--- config.mk ---
export PLATFORM = sky130hd
export DESIGN_NAME = watchdog_interval_timer_ctrl
export DESIGN_NICKNAME = d
export VERILOG_FILES = /design/src/core/wdt_pkg.sv /design/src/core/watchdog_interval_timer_ctrl.sv
export VERILOG_INCLUDE_DIRS = /design/src /design/src/core
export SDC_FILE = /design/constraint.sdc
export NUM_CORES = 1
export LEC_CHECK = 0
export CAP_MARGIN = 20
export CORE_MARGIN = 2
export CORE_UTILIZATION = 56
export CTS_CLUSTER_SIZE = 10
export DETAILED_ROUTE_END_ITERATION = 10
export DONT_BUFFER_PORTS = 1
export HOLD_SLACK_MARGIN = 0.05
export PLACE_DENSITY = 0.74
export SLEW_MARGIN = 20
export SYNTH_ARGS = -nofsm -noshare
export SYNTH_HDL_FRONTEND = slang
export SYNTH_SLANG_ARGS = --single-unit
--- constraint.sdc ---
create_clock -name clk_i -period 1.5 [get_ports clk_i]
set_input_delay 0.075 -clock clk_i [delete_from_list [all_inputs] [get_ports clk_i]]
set_output_delay 0.075 -clock clk_i [all_outputs]
set_load 0.1 [all_outputs]
--- src/core/wdt_defs.svh ---
`ifndef WDT_DEFS_SVH
`define WDT_DEFS_SVH

// Register byte offsets
`define WD_CSR1_OFS 4'h0
`define WD_CSR2_OFS 4'h4
`define WD_CNT_OFS 4'h8

// First control/status register fields
`define WD1_CNT_WE 7
`define WD1_CNT_WE_GUARD 6
`define WD1_GWE_GUARD 5
`define WD1_GWE 4
`define WD1_RUN_GUARD 3
`define WD1_RUN 2
`define WD1_RF_GUARD 1
`define WD1_WATCHDOG_RESET_FLAG 0

// Second control/status register fields
`define WD2_OVF 7
`define WD2_MODE_GUARD 6
`define WD2_MODE 5
`define WD2_IE_GUARD 4
`define WD2_IE 3
`define WD2_RSVD 3'h7

// Reset values and counts
`define WD_RUN_RESET 1'h1
`define WD_CNT_RESET 8'h00
`define WD_CNT_MAX 8'hff
`define WD_CNT_ONE 8'h01
`define WD_RST_OSC_LAST 10'h1ff
`define WD_RST_OSC_ONE 10'h001
`define WD_RST_OSC_ZERO 10'h000
`define WD_BUS_PAD 24'h000000

`endif

--- src/core/wdt_pkg.sv ---
package wdt_pkg;

  typedef struct packed {
    logic cyc;
    logic stb;
    logic we;
    logic [3:0] adr;
    logic [3:0] sel;
    logic [31:0] dat;
  } wb_req_s;

  typedef enum logic {ST_RUN, ST_HOLD} wd_state_e;

endpackage

--- src/core/watchdog_interval_timer_ctrl.sv ---
// Function
// - Run bit resets to 1; counter counts while 1, holds while 0.
// - Run bit written only with its guard bit written 0 and write enable set.
// - Reset-flag guard bit reads 1; flag write needs guard written 0.
// - Watchdog reset flag clears on pin reset, set by overflow reset only.
// - Writing 0 with guard 0 and write enable set clears the reset flag.
// - Overflow flag resets to 0, set when counter wraps from ff to 00.
// - Watchdog-mode internal reset clears the overflow flag after it is set.
// - Besides resets, overflow flag clears only by writing 0 after reading it as 1.
// - Mode guard bit reads 1; mode write needs guard written 0.
// - Mode bit resets to 0; 0 is watchdog, 1 is interval timer.
// - Enable guard bit reads 1; enable write needs guard written 0.
// - Interrupt enable resets to 0 and gates interval-mode interrupt requests.
// - Reserved bits 2 to 0 of second register always read 1.
// - Readable, writable 8-bit up-counter initialised to 00.
// - Watchdog-mode wrap asserts internal reset and sets the reset flag.
// - Run bit and reset flag writable only while write enable is 1.
// - Internal reset lasts 512 watchdog oscillator cycles.
// - Written counter value is the start point for further counting.
// - Interval-mode overflow requests an interrupt instead of a reset.
//
// The implementer's own choices: the Wishbone register port and the register addresses.
`include "wdt_defs.svh"

module watchdog_interval_timer_ctrl (
  input wire logic clk_i,
  input wire logic rst_i,
  input wire wdt_pkg::wb_req_s wb_i,
  output logic [31:0] wb_dat_o,
  output logic wb_ack_o,
  input wire logic count_tick_i,
  input wire logic osc_tick_i,
  output logic wd_reset_o,
  output logic irq_o
);
  import wdt_pkg::*;

  logic run, watchdog_reset_flag, gwe, cwe, mode, ie, ovf, ovf_armed, ack;
  logic next_run, next_watchdog_reset_flag, next_gwe, next_cwe, next_mode, next_ie;
  logic next_ovf, next_ovf_armed, next_ack;
  logic [7:0] count, next_count, rdat, next_rdat;
  logic [9:0] osc_cnt, next_osc_cnt;
  wd_state_e state, next_state;
  logic req, wr, rd, hit1, hit2, hitc, tick, ovf_evt, wd_evt;
  logic [7:0] wdat, csr1_val, csr2_val;

  always_comb begin
    req = wb_i.cyc & wb_i.stb;
    wr = req & wb_i.we & ack & wb_i.sel[0];
    rd = req & ~wb_i.we & ack;
    hit1 = wb_i.adr == `WD_CSR1_OFS;
    hit2 = wb_i.adr == `WD_CSR2_OFS;
    hitc = wb_i.adr == `WD_CNT_OFS;
    wdat = wb_i.dat[7:0];
    tick = count_tick_i & run & (state == ST_RUN);
    ovf_evt = tick & (count == `WD_CNT_MAX);
    wd_evt = ovf_evt & ~mode;
    csr1_val = {cwe, 1'b1, 1'b1, gwe, 1'b1, run, 1'b1, watchdog_reset_flag};
    csr2_val = {ovf, 1'b1, mode, 1'b1, ie, `WD2_RSVD};
  end

  // Bus answer: ack one cycle after the request, read data registered
  always_comb begin
    next_ack = req & ~ack;
    next_rdat = rdat;
    if (req & ~ack) begin
      if (hit1) begin
        next_rdat = csr1_val;
      end else if (hit2) begin
        next_rdat = csr2_val;
      end else if (hitc) begin
        next_rdat = count;
      end else begin
        next_rdat = `WD_CNT_RESET;
      end
    end
  end

  always_ff @(posedge clk_i) begin
    if (rst_i) begin
      ack <= 1'b0;
      rdat <= `WD_CNT_RESET;
    end else begin
      ack <= next_ack;
      rdat <= next_rdat;
    end
  end

  assign wb_ack_o = ack;
  assign wb_dat_o = {`WD_BUS_PAD, rdat};

  // Control, status, counter and internal reset sequencing
  always_comb begin
    next_run = run;
    next_watchdog_reset_flag = watchdog_reset_flag;
    next_gwe = gwe;
    next_cwe = cwe;
    next_mode = mode;
    next_ie = ie;
    next_ovf = ovf;
    next_ovf_armed = ovf_armed;
    next_count = count;
    next_osc_cnt = osc_cnt;
    next_state = state;
    if (tick) begin
      next_count = count + `WD_CNT_ONE;
    end
    if (wr & hitc & cwe) begin
      next_count = wdat;
    end
    if (wr & hit1) begin
      if (!wdat[`WD1_CNT_WE_GUARD]) begin
        next_cwe = wdat[`WD1_CNT_WE];
      end
      if (!wdat[`WD1_GWE_GUARD]) begin
        next_gwe = wdat[`WD1_GWE];
      end
      if (gwe & !wdat[`WD1_RUN_GUARD]) begin
        next_run = wdat[`WD1_RUN];
      end
      if (gwe & !wdat[`WD1_RF_GUARD] & !wdat[`WD1_WATCHDOG_RESET_FLAG]) begin
        next_watchdog_reset_flag = 1'b0;
      end
    end
    if (rd & hit2 & ovf) begin
      next_ovf_armed = 1'b1;
    end
    if (wr & hit2) begin
      if (!wdat[`WD2_MODE_GUARD]) begin
        next_mode = wdat[`WD2_MODE];
      end
      if (!wdat[`WD2_IE_GUARD]) begin
        next_ie = wdat[`WD2_IE];
      end
      if (ovf_armed & !wdat[`WD2_OVF]) begin
        next_ovf = 1'b0;
        next_ovf_armed = 1'b0;
      end
    end
    case (state)
      ST_RUN: begin
        if (wd_evt) begin
          next_state = ST_HOLD;
          next_osc_cnt = `WD_RST_OSC_ZERO;
        end
      end
      ST_HOLD: begin
        // Internal reset reinitialises all but the reset flag
        next_run = `WD_RUN_RESET;
        next_gwe = 1'b0;
        next_cwe = 1'b0;
        next_mode = 1'b0;
        next_ie = 1'b0;
        next_ovf = 1'b0;
        next_ovf_armed = 1'b0;
        next_count = `WD_CNT_RESET;
        if (osc_tick_i) begin
          if (osc_cnt == `WD_RST_OSC_LAST) begin
            next_state = ST_RUN;
          end else begin
            next_osc_cnt = osc_cnt + `WD_RST_OSC_ONE;
          end
        end
      end
      default: begin
        next_state = ST_RUN;
      end
    endcase
    if (ovf_evt) begin
      next_ovf = 1'b1;
    end
    if (wd_evt) begin
      next_watchdog_reset_flag = 1'b1;
    end
  end

  always_ff @(posedge clk_i) begin
    if (rst_i) begin
      run <= `WD_RUN_RESET;
      watchdog_reset_flag <= 1'b0;
      gwe <= 1'b0;
      cwe <= 1'b0;
      mode <= 1'b0;
      ie <= 1'b0;
      ovf <= 1'b0;
      ovf_armed <= 1'b0;
      count <= `WD_CNT_RESET;
      osc_cnt <= `WD_RST_OSC_ZERO;
      state <= ST_RUN;
    end else begin
      run <= next_run;
      watchdog_reset_flag <= next_watchdog_reset_flag;
      gwe <= next_gwe;
      cwe <= next_cwe;
      mode <= next_mode;
      ie <= next_ie;
      ovf <= next_ovf;
      ovf_armed <= next_ovf_armed;
      count <= next_count;
      osc_cnt <= next_osc_cnt;
      state <= next_state;
    end
  end

  assign wd_reset_o = state == ST_HOLD;
  assign irq_o = ovf & mode & ie;

  chk_run_holds: assert property (
    @(posedge clk_i) disable iff (rst_i)
    (state == ST_RUN && !run && !(wr && hitc)) |=> count == $past(count))
    else $error("Counter moved while stopped");

  chk_run_guarded: assert property (
    @(posedge clk_i) disable iff (rst_i)
    (state == ST_RUN && !wd_evt && wr && hit1 && !gwe)
      |=> run == $past(run))
    else $error("Run bit written without write enable");

  chk_run_written: assert property (
    @(posedge clk_i) disable iff (rst_i)
    (state == ST_RUN && !wd_evt && wr && hit1 && gwe
      && !wdat[`WD1_RUN_GUARD]) |=> run == $past(wdat[`WD1_RUN]))
    else $error("Guarded run write not taken");

  chk_watchdog_reset_flag_set: assert property (
    @(posedge clk_i) disable iff (rst_i)
    wd_evt |=> watchdog_reset_flag && wd_reset_o ##1 !ovf && watchdog_reset_flag)
    else $error("Watchdog overflow did not reset or flag");

  chk_reset_len: assert property (
    @(posedge clk_i) disable iff (rst_i)
    $fell(wd_reset_o) |-> $past(osc_cnt) == `WD_RST_OSC_LAST
      && $past(osc_tick_i))
    else $error("Internal reset length wrong");

  chk_ovf_set: assert property (
    @(posedge clk_i) disable iff (rst_i)
    ovf_evt |=> ovf && (count == `WD_CNT_RESET || $past(wr && hitc && cwe)))
    else $error("Wrap did not set overflow flag");

  chk_ovf_sticky: assert property (
    @(posedge clk_i) disable iff (rst_i)
    (ovf && !ovf_armed && state == ST_RUN && !wd_evt) |=> ovf)
    else $error("Overflow flag cleared without prior read");

  chk_mode_guard: assert property (
    @(posedge clk_i) disable iff (rst_i)
    (state == ST_RUN && !wd_evt && wr && hit2 && wdat[`WD2_MODE_GUARD])
      |=> mode == $past(mode))
    else $error("Mode changed with guard bit set");

  chk_irq_gate: assert property (
    @(posedge clk_i) disable iff (rst_i)
    (ovf_evt && mode && ie) |=> irq_o && !wd_reset_o)
    else $error("Interval overflow gave no interrupt");

  chk_rsvd_read: assert property (
    @(posedge clk_i) disable iff (rst_i)
    (wb_ack_o && req && !wb_i.we && hit2)
      |-> wb_dat_o[2:0] == `WD2_RSVD && wb_dat_o[6] && wb_dat_o[4])
    else $error("Reserved or guard bits read wrong");

  chk_watchdog_reset_flag_clear: assert property (
    @(posedge clk_i) disable iff (rst_i)
    (!wd_evt && wr && hit1 && gwe && !wdat[`WD1_RF_GUARD]
      && !wdat[`WD1_WATCHDOG_RESET_FLAG]) |=> !watchdog_reset_flag)
    else $error("Reset flag not cleared by guarded write");

  chk_watchdog_reset_flag_guard: assert property (
    @(posedge clk_i) disable iff (rst_i)
    (!wd_evt && wr && hit1 && (!gwe || wdat[`WD1_RF_GUARD]))
      |=> watchdog_reset_flag == $past(watchdog_reset_flag))
    else $error("Reset flag written without guard");

  chk_ie_guard: assert property (
    @(posedge clk_i) disable iff (rst_i)
    (state == ST_RUN && wr && hit2 && wdat[`WD2_IE_GUARD])
      |=> ie == $past(ie))
    else $error("Interrupt enable changed with guard bit set");

  chk_cnt_step: assert property (
    @(posedge clk_i) disable iff (rst_i)
    (state == ST_RUN && count_tick_i && run && !(wr && hitc && cwe))
      |=> count == $past(count) + `WD_CNT_ONE)
    else $error("Counter did not step on tick");

  chk_cnt_load: assert property (
    @(posedge clk_i) disable iff (rst_i)
    (state == ST_RUN && wr && hitc && cwe) |=> count == $past(wdat))
    else $error("Counter write not taken");

  chk_mode_write: assert property (
    @(posedge clk_i) disable iff (rst_i)
    (state == ST_RUN && wr && hit2 && !wdat[`WD2_MODE_GUARD])
      |=> mode == $past(wdat[`WD2_MODE]))
    else $error("Guarded mode write not taken");

  chk_ovf_clear: assert property (
    @(posedge clk_i) disable iff (rst_i)
    (ovf_armed && !ovf_evt && wr && hit2 && !wdat[`WD2_OVF]) |=> !ovf)
    else $error("Armed overflow clear not taken");

  chk_hold_clears: assert property (
    @(posedge clk_i) disable iff (rst_i)
    wd_reset_o |=> !ovf && !ie && !mode && count == `WD_CNT_RESET)
    else $error("Internal reset left state behind");

endmodule

==> impl_metrics.yaml, run 1 <==
routing:
  drc: 0
  drtAntennaViolNets: 0
  wl_mm: 5.38
  drt_pass1_iterations: 5
  wl_per_cell_um: 15.9
  viasPerCell: 6.04
  drtIter0Drc: 177
  vias: 2041
critical_path:
  end_kind: "flop"
  startpoint_type: "flop"
  crit_arrival_ps: 1670
  cp.required_ps: 1700
  crit_path_max_fanout: 5
  path_class: "flop to flop"
power:
  switchingPower_uw: 791
  swShare_pct: 37.2
  total_leakage_power_nw: 0.972
  power_frac_comb_pct: 25.8
  power_frac_seq_pct: 46.2
  powerDensity_nw_per_um2: 812
  cellInternalPower_mw: 1.34
  ir_drop_mv: 0.571
  pwr-share-clk_pct: 28.0
timing:
  fmax_mhz: 680
  finalCritPeriodShare_pct: 98.1
  max_slew_margin_pct: 27.8
  worst_pin_slew_ps: 1080
  fin_worst_skew_ps: 16.4
  finalHoldViolCount: 0
  maxSlewViolCount: 0
  setup_viol: 0
  tns_ps: 0
  fin_crit_ps: 1470
  rsz0062_at_grt: "true"
floorplan:
  start_util_pct: 59.5
  die_y_um: 64.3
  fp.dieW_um: 64.3
  ios: 82
  coreArea_sq_um: 3420
  num_rows: 21
  die_area_sq_um: 4130
global_route:
  grtUsageTotal_pct: 25.8
  met1_usage_pct: 36.7
  grtUsageMet3_pct: 5.81
  grt_pass1_wl_mm: 8.47
  antenna_found_initial: 0
  grt-ovfl-total: 0
  top_usage_layer: "met2"
  grt_pass1_vias: 1838
  grt_start_max_net_pins: 28
  met2_usage_pct: 38.8
place:
  portBuffers: 0
  place_inst: 312
  dpl.hpwl_mm: 3.41
  place.gp.congestion: 0.876
layout:
  area_delta_synth_final_pct: 29.0
  regArea_sq_um: 733
  most-common-layout-cells: "37 x buf_4, 30 x dfxtp_1, 24 x conb_1"
  drive_above_1_share_pct: 26.7
  multi_input_comb_area_sq_um: 1280
  nFillCells: 241
  final_common_cell: "buf_4"
  final_nets: 341
  diodes: 0
  final_cells: 338
cts:
  numCtsBuffers: 5
  clock_sinks: 36
  cts_tree: "done"
  htree_levels: 2
  clock_latency_ps: 350
  root_buffer: "clkbuf_4"
  clk_pin_slew_ps: 110
  cts_buffer_depth: 2
synthesis:
  synth_cell_types: 45
  postSynthCellCount: 241
  yosysSeqAreaShare_pct: 35.4
  avgSynthCellArea_sq_um: 8.44
  post-synth-top-area-cell: "dfxtp_1"
  synth_edf_count: 0
  synth.area.top_cells: "dfxtp_1 35%, buf_4 8.9%, nor2_1 3.5%"
  ys_ff_latch: 36
  synth_area_sq_um: 2030
  synth_top_area_share_pct: 35.4
  async_flop_share_pct: 0
  yosysWarnings: 0
  synth-main-ff-cell: "dfxtp_1"
run:
  drv_cap: 0
min_path:
  hp-class: "primary input to flop"
run_status:
  status: "finished clean"
==> flip-flops by register name, summed over array words and instances, names as in the netlist <==
register and count:
mode 1, watchdog_reset_flag 1, wb_ack_o 1, ovf_armed 1
count 8, wd_reset_o 1, ovf 1, rdat 8
cwe 1, ie 1, run 1, osc_cnt 10
gwe 1
==> final cells by class <==
| type | instances | share of cell area, % |
|---|---|---|
| Sequential cell | 36 | 27.9 |
| Inverter | 8 | 1.14 |
| Clock buffer | 7 | 2.48 |
| Multi-Input combinational cell | 186 | 48.6 |
| Tap cell | 46 | 2.19 |
| Timing Repair Buffer | 55 | 17.6 |
==> critical path, cell delays in order, from the launching register on <==
cell,delay (ps)
dfxtp_2,340
ha_2,180
and3_4,210
buf_4,150
and4_1,210
a21oi_2,150
o32ai_2,90
==> path summary, 6_finish.rpt <==
path                            depth (start not counted)  slack (ps)         end        from
worst min register to register                          2         480     rdat[2]     rdat[2]
worst max register to register                          6          30  osc_cnt[6]  osc_cnt[0]
worst max-delay path                                    6          30  osc_cnt[6]  osc_cnt[0]
worst min-delay path                                    2          70    count[0]       rst_i
==> power by group through the flow <==
stage | clock network [mW] | registers (mW) | logic, mW
4_1_cts | 0.599 | 0.982 | 0.543
3_3_place_gp | 0 | 1.00 | 0.484
3_5_place_dp | 0 | 1.00 | 0.487
5_1_grt | 0.641 | 0.986 | 0.573
6_report | 0.595 | 0.984 | 0.550
2_1_floorplan | 0 | 1.10 | 0.390
==> cells by family (layout without fill, tap and decap cells) <==
family | after synthesis | in the layout | share of synthesized area [%]
and+or+nand+nor | 95 | 95 | 26.2
AOI/OAI and AO/OA | 52 | 52 | 18.4
buffers and inverters | 42 | 70 | 12.6
DFF | 36 | 36 | 35.4
xor gates and xnor gates | 7 | 7 | 3.02
muxes | 6 | 6 | 2.95
adders and majority gates | 2 | 2 | 1.23
other | 1 | 24 | 0.184
==> repair_timing <==
| action | CTS | global route |
|---|---|---|
| cloned | 0 | 0 |
| setup endpoints to repair | 6 | 14 |
| gates resized for setup | 2 | 21 |
| hold buffers | 17 | 1 |
| pin swaps | 0 | 7 |
| endpoints found under the hold margin | 36 | 1 |
| buffers inserted | 0 | 2 |
==> synthesized netlist by cell type (all sizes together), types with 5 or more instances <==
| cell type | number |
|---|---|
| nand4 | 5 |
| nor2 | 19 |
| o21ai | 10 |
| mux2i | 6 |
| inv | 8 |
| nor4 | 5 |
| nand2 | 11 |
| a211oi | 6 |
| nand3 | 12 |
| buf | 26 |
| xnor2 | 5 |
| clkbuf | 8 |
| nor3 | 9 |
| dfxtp | 36 |
| a311oi | 7 |
| a21oi | 14 |
==> per-layer routing <==
layer | share of wire, % | vias to the layer above
met5 | 0 | -
met4 | 1.7 | 0
met3 | 9.0 | 16
met2 | 46 | 124
met1 | 43 | 953
li1 | - | 948
==> metrics by stage <==
step / cell area (sq um) / setup WS (ps) / hold WS (ps) / utilization [%] / power (mW)
3_3_place_gp: 2270 / -45.8 / 139 / 66.5 / 1.49
3_5_place_dp: 2270 / -74.0 / 140 / 66.5 / 1.49
5_1_grt: 2620 / -35.1 / 84.0 / 76.8 / 2.20
4_1_cts: 2510 / 1.87 / 66.0 / 73.5 / 2.12
2_1_floorplan: 2180 / -133 / 222 / - / 1.49
6_report: 2620 / 28.7 / 70.7 / 76.8 / 2.13
Power figures use the tool's default switching activity.
==> inputs of run 2 (changes only) <==
--- a/config.mk
+++ b/config.mk
@@ -6,14 +6,15 @@
 export SDC_FILE = /design/constraint.sdc
 export NUM_CORES = 1
 export LEC_CHECK = 0
+export ABC_AREA = 1
 export CAP_MARGIN = 20
 export CORE_MARGIN = 2
-export CORE_UTILIZATION = 56
+export CORE_UTILIZATION = 50
 export CTS_CLUSTER_SIZE = 10
 export DETAILED_ROUTE_END_ITERATION = 10
 export DONT_BUFFER_PORTS = 1
 export HOLD_SLACK_MARGIN = 0.05
-export PLACE_DENSITY = 0.74
+export PLACE_DENSITY = 0.68
 export SLEW_MARGIN = 20
 export SYNTH_ARGS = -nofsm -noshare
 export SYNTH_HDL_FRONTEND = slang
==> constraint.sdc (replaced) <==
create_clock -name clk_i -period 1.5 [get_ports clk_i]
set_input_delay 0.075 -clock clk_i [delete_from_list [all_inputs] [get_ports clk_i]]
set_output_delay 0.075 -clock clk_i [all_outputs]
set_load 0.005 [all_outputs]
==> impl_metrics.yaml, run 2 <==
run_status:
  status: "finished clean"
global_route:
  grtUsageTotal_pct: 22.9
  grt_pass1_wl_mm: 9.11
  antenna_found_initial: 0
  grt_pass1_vias: 1961
  grt_start_max_net_pins: 15
  grt-ovfl-total: 0
synthesis:
  async_flop_share_pct: 0
  synth.most_common_cell: "nand2_1"
  avgSynthCellArea_sq_um: 6.77
  post-synth-top-area-cell: "dfxtp_1"
  synth_area_sq_um: 2300
  synth_edf_count: 0
  synth-main-ff-cell: "dfxtp_1"
  postSynthCellCount: 340
  synth_common_cells: "80 x nand2_1, 41 x nand3_1, 36 x dfxtp_1, 35 x inv_1, 32 x nor2_1"
  synth.area.top_cells: "dfxtp_1 31%, nand2_1 13%, nand3_1 8.9%"
  ys_ff_latch: 36
  yosysWarnings: 0
  synth_top_area_share_pct: 31.3
  yosysSeqAreaShare_pct: 31.3
  synth_cell_types: 35
layout:
  drive_above_1_share_pct: 17.7
  largest-register: "osc_cnt"
  area_delta_synth_final_pct: 17.0
  stdcell_area_sq_um: 2690
  final_core_util_pct: 61.4
  reg_top3: "osc_cnt: 10 flops, count: 8 flops, rdat: 8 flops"
  largest_reg_flops: 10
  nFillCells: 430
  diodes: 0
  final_nets: 426
  final_common_cell: "nand2_1"
  most-common-layout-cells: "80 x nand2_1, 40 x nand3_1, 35 x inv_1"
timing:
  fmax_mhz: 717
  fin_worst_skew_ps: 8.32
  fin_ws_ps: 105
  finalCritPeriodShare_pct: 93.0
  finalHoldViolCount: 0
  fin_hold_ws_ps: 66.8
  fin_crit_ps: 1400
  maxSlewViolCount: 0
  setup_viol: 0
place:
  postPlaceCellArea_sq_um: 2360
  dpl.hpwl_mm: 4.00
  pre_cts_ws_ps: 73.7
  place.gp.congestion: 0.903
  portBuffers: 0
routing:
  drtIter0Drc: 95
  viasPerCell: 5.11
  drc: 0
  drt_pass1_iterations: 4
  drtAntennaViolNets: 0
  wl_per_cell_um: 12.7
  wl_mm: 5.47
  vias: 2197
critical_path:
  cp.required_ps: 1690
  crit_path_max_fanout: 6
  path_class: "flop to flop"
  critPathMaxStageDelay_ps: 380
  cp.buffers_inverters: 1
  cp_slowest_cell: "dfxtp_2"
  end_kind: "flop"
  cpLargestDelayFamily: "simple AND/OR/NAND/NOR gates"
  crit_chain: "nand3_2 > nor3_4 > nand3_2 > nand2_4 > buf_4 > nand2_1 > nand2_1 > nor2_2"
  crit_arrival_ps: 1590
  startpoint_type: "flop"
cts:
  htree_levels: 2
  clock_sinks: 36
  cts_tree: "done"
  clock_latency_ps: 300
  cts_buffer_depth: 2
  clk_pin_slew_ps: 80
  root_buffer: "clkbuf_8"
  numCtsBuffers: 5
power:
  powerDensity_nw_per_um2: 751
  total_leakage_power_nw: 1.20
  ir_drop_mv: 0.584
floorplan:
  start_util_pct: 52.5
  die_y_um: 71.9
  ios: 82
  coreArea_sq_um: 4380
  fp.dieW_um: 71.9
  num_rows: 24
  die_area_sq_um: 5160
run:
  drv_cap: 0
min_path:
  hp-class: "primary input to flop"
[run 2: cell count changes after synthesis, moves of 7 or more]
cell / delta
nor2_1: +13
nand2_1: +69
a21oi_1: +10
nand3_1: +29
inv_1: +27
clkbuf_1: -7
o21ai_0: +10
a311oi_1: -7
[run 2: cells by family after synthesis]
family	Yosys count	share of synthesized area [%]
AND/OR/NAND/NOR	184	39.3
buffers and inverters	66	15.5
XOR/XNOR	4	1.52
flip-flops	36	31.3
adder cells (fa/ha/maj)	2	1.09
other	1	0.163
AO/OA/AOI/OAI	47	11.1
[run 2: per-layer routing]
metal / GRT usage, % / vias up / share of wire, % / wire [um]
li1: - / 1124 / - / -
met1: 29.2 / 1005 / 46 / 2500
met2: 36.8 / 60 / 46 / 2530
met3: 6.61 / 8 / 6.7 / 367
met4: 8.39 / 0 / 1.4 / 79
met5: 0 / - / 0 / 0
[run 2: cell type report]
| cell class | instances | area (sq um) | area share, % |
|---|---|---|---|
| Timing Repair Buffer | 36 | 302 | 11.2 |
| Inverter | 37 | 141 | 5.25 |
| Clock buffer | 6 | 72.6 | 2.70 |
| Sequential cell | 36 | 728 | 27.0 |
| Tap cell | 52 | 65.1 | 2.42 |
| Multi-Input combinational cell | 261 | 1350 | 50.1 |
| Clock inverter | 2 | 35.0 | 1.30 |
[run 2: worst paths after layout]
kind | slack [ps] | endpoint | cells after the start | from
max | 100 | osc_cnt[9] | 8 | count[5]
min | 70 | run | 3 | rst_i
max reg2reg | 100 | osc_cnt[9] | 8 | count[5]
min reg2reg | 480 | watchdog_reset_flag | 2 | watchdog_reset_flag
[run 2: metrics by stage]
stage          setup TNS [ps]  instances  power (mW)
2_1_floorplan               0        363        1.15
3_3_place_gp                0        402        1.14
3_5_place_dp                0        402        1.14
4_1_cts                     0        421        2.03
5_1_grt                 -11.0        430        2.11
6_report                    0        430        2.02
[run 2: worst register-to-register path, delay by kind of cell (launching register included)]
family / cells / cell delay [ps]
buffers and inverters: 1 / 110
AND/OR/NAND/NOR: 7 / 800
flip-flops: 1 / 380
[run 2: timing repair]
item | 4_1_cts | 5_1_grt
resized for setup | 0 | 17
buffers inserted | 0 | 9
hold endpoints to repair | 26 | 0
setup endpoints to repair | 0 | 18
hold buffers | 11 | 0
[run 2: report_power, final]
part	switching (mW)	internal, mW
Sequential	0.0166	0.977
Clock	0.361	0.493
Combinational	0.106	0.0691
Total	0.483	1.54
